**src/ebmrg_pkg.sv**
```systemverilog
// Purpose: shared constants for the memory and reset glue block
// Assumes: jumper selections arrive as static encoded inputs
// Notes: none
`default_nettype none

package ebmrg_pkg;

    // ========================================
    // widths
    localparam int DATA_W = 16;
    localparam int ROM_ADDR_HI_W = 5;

    // ========================================
    // pseudo rom memory type selection
    typedef enum logic [1:0] {
        MTYPE_RAM = 2'h0,
        MTYPE_EPROM = 2'h1,
        MTYPE_FLASH = 2'h2,
        MTYPE_BAD = 2'h3
    } ebmrg_mtype_t;

    // ========================================
    // pseudo rom size selection, size doubling each step from 32k x 8
    typedef enum logic [2:0] {
        MSIZE_32K = 3'h0,
        MSIZE_64K = 3'h1,
        MSIZE_128K = 3'h2,
        MSIZE_256K = 3'h3,
        MSIZE_512K = 3'h4
    } ebmrg_msize_t;

    // ========================================
    // processor family selection for the pipe demux
    localparam logic FAMILY_WIDE = 1'h0;
    localparam logic FAMILY_NARROW = 1'h1;

    // ========================================
    // reset values
    localparam logic [15:0] RST_DATA_OE_N = 16'hFFFF;
    localparam logic RST_PIN_OE_N = 1'h1;
    localparam logic RST_LED = 1'h0;
    localparam logic RST_LATCH = 1'h0;

endpackage : ebmrg_pkg

`default_nettype wire

```
**src/ebmrg_pipe_latch.sv**
```systemverilog
// Purpose: demultiplex pipe status and latch both debug status signals
// Assumes: strobe and pipe inputs synchronous to the clock
// Notes: narrow family carries both signals on pipe bit 0 in two phases
`timescale 1ns/100ps
`default_nettype none

module ebmrg_pipe_latch (
    input wire logic i_sys_clk,
    input wire logic i_rstn,
    input wire logic i_family,
    input wire logic i_pipe_strobe,
    input wire logic [1:0] i_pipe_status,
    output logic o_latched_debug_out,
    output logic o_latched_debug_in
);

    typedef struct packed {
        logic strobe_prev;
        logic phase;
        logic lat_out;
        logic lat_in;
    } ebmrg_pipe_st_t;

    ebmrg_pipe_st_t st_r;
    ebmrg_pipe_st_t st_nxt;

    always_comb begin
        st_nxt = st_r;
        st_nxt.strobe_prev = i_pipe_strobe;
        if (i_pipe_strobe && !st_r.strobe_prev) begin
            if (i_family == ebmrg_pkg::FAMILY_WIDE) begin
                st_nxt.lat_out = i_pipe_status[0];
                st_nxt.lat_in = i_pipe_status[1];
                st_nxt.phase = 1'h0;
            end else begin
                // one bit, two phases: out first, then in
                if (!st_r.phase) begin
                    st_nxt.lat_out = i_pipe_status[0];
                end else begin
                    st_nxt.lat_in = i_pipe_status[0];
                end
                st_nxt.phase = ~st_r.phase;
            end
        end
    end

    always_ff @(posedge i_sys_clk) begin
        if (!i_rstn) begin
            st_r <= '{1'h0, 1'h0, ebmrg_pkg::RST_LATCH, ebmrg_pkg::RST_LATCH};
        end else begin
            st_r <= st_nxt;
        end
    end

    assign o_latched_debug_out = st_r.lat_out;
    assign o_latched_debug_in = st_r.lat_in;

endmodule // ebmrg_pipe_latch

`default_nettype wire

```
**src/ebmrg_top.sv**
```systemverilog
// Purpose: memory socket routing and reset configuration glue
// Assumes: all configuration inputs are static; one 250 MHz clock
// Notes: open-drain pins are split into out, active-low enable
`timescale 1ns/100ps
`default_nettype none

// What this block does
// - drive reset data on bus while reset
// - each data line level set by input
// - chip select zero writes ram two
// - chip select three writes ram one
// - chip select five enables ram reads
// - rom write strobe follows rom memory type
// - rom address lines follow size selection
// - boot select and fast ram select routed
// - clock mode pin low in reset when configured
// - bus error pin low in reset when configured
// - rom writes only in debug when protected
// - optionally force array address bit nineteen low
// - latch both debug status signals for analyzer
// - error indicator on invalid rom configuration
// - insertion input lights error, not reset
// - run indicator on only in foreground
// - invalid rom configuration holds board reset
module ebmrg_top #(
    parameter int DATA_W = ebmrg_pkg::DATA_W
) (
    input wire logic i_sys_clk,
    input wire logic i_rstn,
    input wire logic i_reset_line_n,
    input wire logic i_bdm_active,
    input wire logic [DATA_W-1:0] i_reset_data_cfg,
    input wire logic i_clk_mode_low_cfg,
    input wire logic i_bus_err_low_cfg,
    input wire logic i_cs0_we_en,
    input wire logic i_cs3_we_en,
    input wire logic i_cs5_oe_en,
    input wire logic i_write_protect_en,
    input wire logic i_addr19_disconnect,
    input wire logic [1:0] i_memory_type_select,
    input wire logic [2:0] i_memory_size_select,
    input wire logic i_family,
    input wire logic i_chip_select_zero_n,
    input wire logic i_chip_select_three_n,
    input wire logic i_chip_select_five_n,
    input wire logic i_boot_chip_select_n,
    input wire logic i_fast_ram_chip_select_n,
    input wire logic i_alt_ram2_we_n,
    input wire logic i_alt_ram1_we_n,
    input wire logic i_alt_ram_oe_n,
    input wire logic i_write_n,
    input wire logic i_read_n,
    input wire logic [18:15] i_addr_hi,
    input wire logic i_address_bit_nineteen,
    input wire logic i_error_insertion_input_n,
    input wire logic i_pipe_strobe,
    input wire logic [1:0] i_pipe_status,
    output logic [DATA_W-1:0] o_data_o,
    output logic [DATA_W-1:0] o_data_oe_n,
    output logic o_clock_mode_pin_o,
    output logic o_clock_mode_pin_oe_n,
    output logic o_bus_error_pin_o,
    output logic o_bus_error_pin_oe_n,
    output logic o_board_reset_o,
    output logic o_board_reset_oe_n,
    output logic o_ram2_we_n,
    output logic o_ram1_we_n,
    output logic o_ram_oe_n,
    output logic o_rom_ce_n,
    output logic o_rom_we_n,
    output logic o_rom_oe_n,
    output logic [ebmrg_pkg::ROM_ADDR_HI_W-1:0] o_rom_addr_hi,
    output logic o_fast_ram_cs_n,
    output logic o_mem_address_bit_nineteen,
    output logic o_error_indicator,
    output logic o_run_indicator,
    output logic o_latched_debug_out,
    output logic o_latched_debug_in
);

    // ========================================
    // configuration checks
    function automatic logic cfg_invalid(input logic [1:0] mtype, input logic [2:0] msize);
        logic bad;
        bad = 1'h0;
        if (mtype == ebmrg_pkg::MTYPE_BAD) begin
            bad = 1'h1;
        end
        if (msize > ebmrg_pkg::MSIZE_512K) begin
            bad = 1'h1;
        end
        // static rams only come in 32k, 128k and 512k
        if (mtype == ebmrg_pkg::MTYPE_RAM &&
            (msize == ebmrg_pkg::MSIZE_64K || msize == ebmrg_pkg::MSIZE_256K)) begin
            bad = 1'h1;
        end
        return bad;
    endfunction

    logic cfg_bad;
    assign cfg_bad = cfg_invalid(i_memory_type_select, i_memory_size_select);

    // ========================================
    // registered state
    typedef struct packed {
        logic [DATA_W-1:0] data_oe_n;
        logic clk_mode_oe_n;
        logic bus_err_oe_n;
        logic rst_oe_n;
        logic err_led;
        logic run_led;
    } ebmrg_state_t;

    ebmrg_state_t st_r;
    ebmrg_state_t st_nxt;

    always_comb begin
        st_nxt = st_r;
        // pull-ups give the high state; only low bits are driven
        st_nxt.data_oe_n = i_reset_line_n ? {DATA_W{1'h1}} : i_reset_data_cfg;
        st_nxt.clk_mode_oe_n = ~(~i_reset_line_n & i_clk_mode_low_cfg);
        st_nxt.bus_err_oe_n = ~(~i_reset_line_n & i_bus_err_low_cfg);
        st_nxt.rst_oe_n = ~cfg_bad;
        st_nxt.err_led = cfg_bad | ~i_error_insertion_input_n;
        st_nxt.run_led = i_reset_line_n & ~i_bdm_active;
    end

    always_ff @(posedge i_sys_clk) begin
        if (!i_rstn) begin
            st_r <= '{ebmrg_pkg::RST_DATA_OE_N, ebmrg_pkg::RST_PIN_OE_N,
                      ebmrg_pkg::RST_PIN_OE_N, ebmrg_pkg::RST_PIN_OE_N,
                      ebmrg_pkg::RST_LED, ebmrg_pkg::RST_LED};
        end else begin
            st_r <= st_nxt;
        end
    end

    assign o_data_o = {DATA_W{1'h0}};
    assign o_data_oe_n = st_r.data_oe_n;
    assign o_clock_mode_pin_o = 1'h0;
    assign o_clock_mode_pin_oe_n = st_r.clk_mode_oe_n;
    assign o_bus_error_pin_o = 1'h0;
    assign o_bus_error_pin_oe_n = st_r.bus_err_oe_n;
    assign o_board_reset_o = 1'h0;
    assign o_board_reset_oe_n = st_r.rst_oe_n;
    assign o_error_indicator = st_r.err_led;
    assign o_run_indicator = st_r.run_led;

    // ========================================
    // chip select routing, combinational
    assign o_ram2_we_n = i_cs0_we_en ? i_chip_select_zero_n : i_alt_ram2_we_n;
    assign o_ram1_we_n = i_cs3_we_en ? i_chip_select_three_n : i_alt_ram1_we_n;
    assign o_ram_oe_n = i_cs5_oe_en ? i_chip_select_five_n : i_alt_ram_oe_n;
    assign o_rom_ce_n = i_boot_chip_select_n;
    assign o_fast_ram_cs_n = i_fast_ram_chip_select_n;

    logic addr19;
    assign addr19 = i_addr19_disconnect ? 1'h0 : i_address_bit_nineteen;
    assign o_mem_address_bit_nineteen = addr19;

    // eprom takes no writes; protection allows them only in debug
    logic rom_wr_ok;
    always_comb begin
        rom_wr_ok = 1'h1;
        if (i_memory_type_select != ebmrg_pkg::MTYPE_RAM &&
            i_memory_type_select != ebmrg_pkg::MTYPE_FLASH) begin
            rom_wr_ok = 1'h0;
        end
        if (i_write_protect_en && !i_bdm_active) begin
            rom_wr_ok = 1'h0;
        end
    end
    assign o_rom_we_n = i_write_n | i_boot_chip_select_n | ~rom_wr_ok;
    assign o_rom_oe_n = i_read_n | i_boot_chip_select_n;

    // address lines above the device size are held low
    logic [ebmrg_pkg::ROM_ADDR_HI_W-1:0] rom_mask;
    always_comb begin
        unique case (i_memory_size_select)
            ebmrg_pkg::MSIZE_32K: rom_mask = 5'h00;
            ebmrg_pkg::MSIZE_64K: rom_mask = 5'h01;
            ebmrg_pkg::MSIZE_128K: rom_mask = 5'h03;
            ebmrg_pkg::MSIZE_256K: rom_mask = 5'h07;
            ebmrg_pkg::MSIZE_512K: rom_mask = 5'h0F;
            default: rom_mask = 5'h00;
        endcase
    end
    assign o_rom_addr_hi = {addr19, i_addr_hi} & rom_mask;

    // ========================================
    // pipe status demux
    ebmrg_pipe_latch u_pipe (
        .i_sys_clk(i_sys_clk),
        .i_rstn(i_rstn),
        .i_family(i_family),
        .i_pipe_strobe(i_pipe_strobe),
        .i_pipe_status(i_pipe_status),
        .o_latched_debug_out(o_latched_debug_out),
        .o_latched_debug_in(o_latched_debug_in)
    );
endmodule // ebmrg_top

`default_nettype wire

```
**config.mk**
```make
export PLATFORM = sky130hd
export DESIGN_NAME = ebmrg_top
export DESIGN_NICKNAME = d
export VERILOG_FILES = /design/src/ebmrg_pkg.sv /design/src/ebmrg_pipe_latch.sv /design/src/ebmrg_top.sv
export SDC_FILE = /design/constraint.sdc
export NUM_CORES = 1
export LEC_CHECK = 0
export BUFFER_PORTS_ARGS = -buffer_cell sky130_fd_sc_hd__buf_4
export CAP_MARGIN = 20
export CORE_MARGIN = 2
export CORE_UTILIZATION = 35
export CTS_CLUSTER_DIAMETER = 50
export DETAILED_ROUTE_END_ITERATION = 10
export GPL_ROUTABILITY_DRIVEN = 0
export HOLD_SLACK_MARGIN = 0.02
export PLACE_DENSITY_LB_ADDON = 0.25
export REMOVE_ABC_BUFFERS = 1
export SYNTH_ARGS = -nofsm -noshare
export SYNTH_HDL_FRONTEND = slang
export SYNTH_SLANG_ARGS = --single-unit
```
**constraint.sdc**
```tcl
create_clock -name i_sys_clk -period 1.1 [get_ports i_sys_clk]
set_input_delay 0.22 -clock i_sys_clk [delete_from_list [all_inputs] [get_ports i_sys_clk]]
set_output_delay 0.22 -clock i_sys_clk [all_outputs]
set_load 0.01 [all_outputs]
```
==> run metrics <==
status=finished, final reports clean; crit path setup slack, layout=0.0133 ns; largest net degree at the start of global routing=19; 1st-iter DRT viols=12; min-delay worst type=input port to register; dpl cells=220; Yosys cell types=30; Clock power frac=0.225; GR peak layer=met2; global-route wire length before repair=3.54 mm; post-synth top area share=0.469; CTS clk-pin slew, worst paths=about 0.13 ns; syn_area_per_cell=9.97 µm²; Async SR Flop Fraction=0; PwrDens=1050 nW/µm²; Cells after Synth=107; clk_lat worst skew=~0.30 ns; Pwr Total=1.79 mW; growth of design area from synthesis to finish=60.5%; critical path class=input port to primary output; CTS max path bufs=2; Seq/Total Area, Yosys=0.469; layout cells sized above 1=0.539; GRT overflow=0; final cell count without fillers=around 220; fin crit share=0.988; Int Power=1.35 mW; fin crit period=1.09 ns; # H-tree levels=1; switching share of power=0.250; Routed Antenna Nets=0; drt first pass iters=6; Worst EP arrival=0.87 ns; vias in the first global route=908; chip width=59.2 µm; peak supply drop=460 µV; Yosys reg bits=25; Top Ports=between 100 and 150; pre-CTS setup slack=-0.0381 ns; sequential share of power=0.536; Starting Density=0.358; Post-synth EDFFs=0; top cells by area, synth=dfxtp_1 47%, buf_4 15%, or3_1 8.2%, mux2_2 4.2%, a21oi_1 2.3%; drt total wl=roughly 2.3 mm; Worst Skew=0.00103 ns; register area=approximately 500 µm²; GR Util met1=0.112; # hold bufs at CTS=0; CTS tree=built; GR Util met2=0.273; ys flop type=dfxtp_1; crit path capture type=primary output; M3 GR Usage=0.0415; fillers=~270; top post-synthesis cells by count=25 x dfxtp_1, 22 x buf_4, 14 x or3_1; routed wire length per instance=10.4 µm; YS warnings=0; nets=244; data required time of the worst path=0.88 ns; part of the power in combinational logic=0.239; Max-Cap Viols=0; FMAX=just over 900 MHz; die area=between 3000 and 4000 µm²; ANT cells=0; combined area of the multi-input logic cells=around 440 µm²; clock root buffer=clkbuf_4; hpwl dp=2.01 mm; Worst Path Max Fanout=4; Setup-failing EPs final=0; RSZ-0062 raised after global routing=true; initial antenna violation count=0; Critical Path Source Type=input port; Placement Rows=20; P_sw=0.448 mW; GRT Total Usage=0.132; Core ar.=about 3000 µm²; clk sinks=25; cts bufs inserted=3; routed vias=between 900 and 1k; PortBufs=84; post-synthesis cell type with the largest combined area=dfxtp_1; Slew Viols, Final=0; most frequent cell after synthesis=dfxtp_1; Post-Syn Area=1070 µm²; Post-route DRC=0; final count of hold timing violations=0; vias per cell=4.35; die outline height=a little under 60 µm; P_leak=~0.83 nW
-- cell type report --
| cell class | count | share of cell area |
|---|---|---|
| clock buffers | 3 | 0.0131 |
| clock inverters | 1 | 0.00438 |
| inverters | 3 | 0.00657 |
| multi-input cells | 73 | 0.259 |
| flip-flops and latches | 25 | 0.292 |
| well taps | 33 | 0.0241 |
| repair buffers | 86 | 0.400 |
-- layer usage --
layer,part of all wire,routed length [µm]
met2,0.56,1300
met3,0.13,305
met1,0.31,732
met4,0,0
met5,0,0
-- power by group through the flow --
stage / clock [mW] / sequential [mW] / combinational (mW)
detailed placement: 0 / 0.983 / 0.422
finish: 0.403 / 0.962 / 0.429
global route: 0.468 / 0.966 / 0.465
CTS: 0.430 / 0.963 / 0.427
floorplan: 0 / 1.00 / 0.129
global placement: 0 / 0.981 / 0.414
-- sequential cells by signal, summed over array words and instances (netlist names) --
signal and count:
o_data_oe_n 16, u_pipe.st_r 2, o_board_reset_oe_n 1, o_bus_error_pin_oe_n 1, o_clock_mode_pin_oe_n 1, o_error_indicator 1, o_run_indicator 1, u_pipe.o_latched_debug_in 1
u_pipe.o_latched_debug_out 1
-- cell usage in the layout (no fill, tap or decap), drive strengths merged, types with 2 or more instances in the layout --
master,synthesis,final
mux2,4,4
nand2,3,3
nor2,4,4
inv,3,3
buf,25,86
dfxtp,25,25
a21oi,5,5
o21a,2,2
nor3b,2,2
conb,1,20
nand2b,2,2
clkbuf,0,3
and2,2,2
or3,16,16
nor2b,4,4
-- timing repair --
item / 4_1_cts / 5_1_grt
resized for setup: 2 / 4
setup endpoints to repair: 4 / 4
pin swaps: 1 / 2
buffers inserted: 0 / 0
-- through the flow --
| stage | hold slack [ns] | TNS [ns] | area [µm²] | utilization |
|---|---|---|---|---|
| floorplan | 0.282 | 0 | 946 | - |
| global placement | 0.384 | 0 | 1660 | 0.557 |
| detailed placement | 0.389 | -0.0721 | 1660 | 0.557 |
| CTS | 0.0397 | 0 | 1700 | 0.570 |
| global route | 0.0294 | -0.133 | 1710 | 0.575 |
| finish | 0.0531 | 0 | 1710 | 0.575 |
-- final timing paths --
check                                              start                                endpoint  slack (ns)  depth (start not counted)
hold reg to reg   u_pipe.o_latched_debug_in$_SDFFE_PN0P_  u_pipe.o_latched_debug_in$_SDFFE_PN0P_        0.55                          2
setup / recovery                 i_memory_size_select[0]                        o_rom_addr_hi[3]        0.01                          4
hold / removal                         i_bus_err_low_cfg         o_bus_error_pin_oe_n$_SDFF_PN1_        0.05                          2
setup reg to reg               u_pipe.st_r[3]$_SDFF_PN0_             u_pipe.st_r[2]$_SDFFE_PN0P_        0.12                          3
-- logic make-up (layout without fill, tap and decap cells) --
family,count (synthesis),in the layout,synth area share
muxes,5,5,0.0516
buffers and inverters,28,93,0.191
DFF,25,25,0.469
AOI/OAI and AO/OA,12,12,0.0750
other,1,20,0.00351
and+or+nand+nor,36,36,0.210
-- critical path: stages --
cell and delay (ns):
buf_8 0.11, nor3b_4 0.26, and2_1 0.17, buf_4 0.11
(Power assumes the default switching activity.)
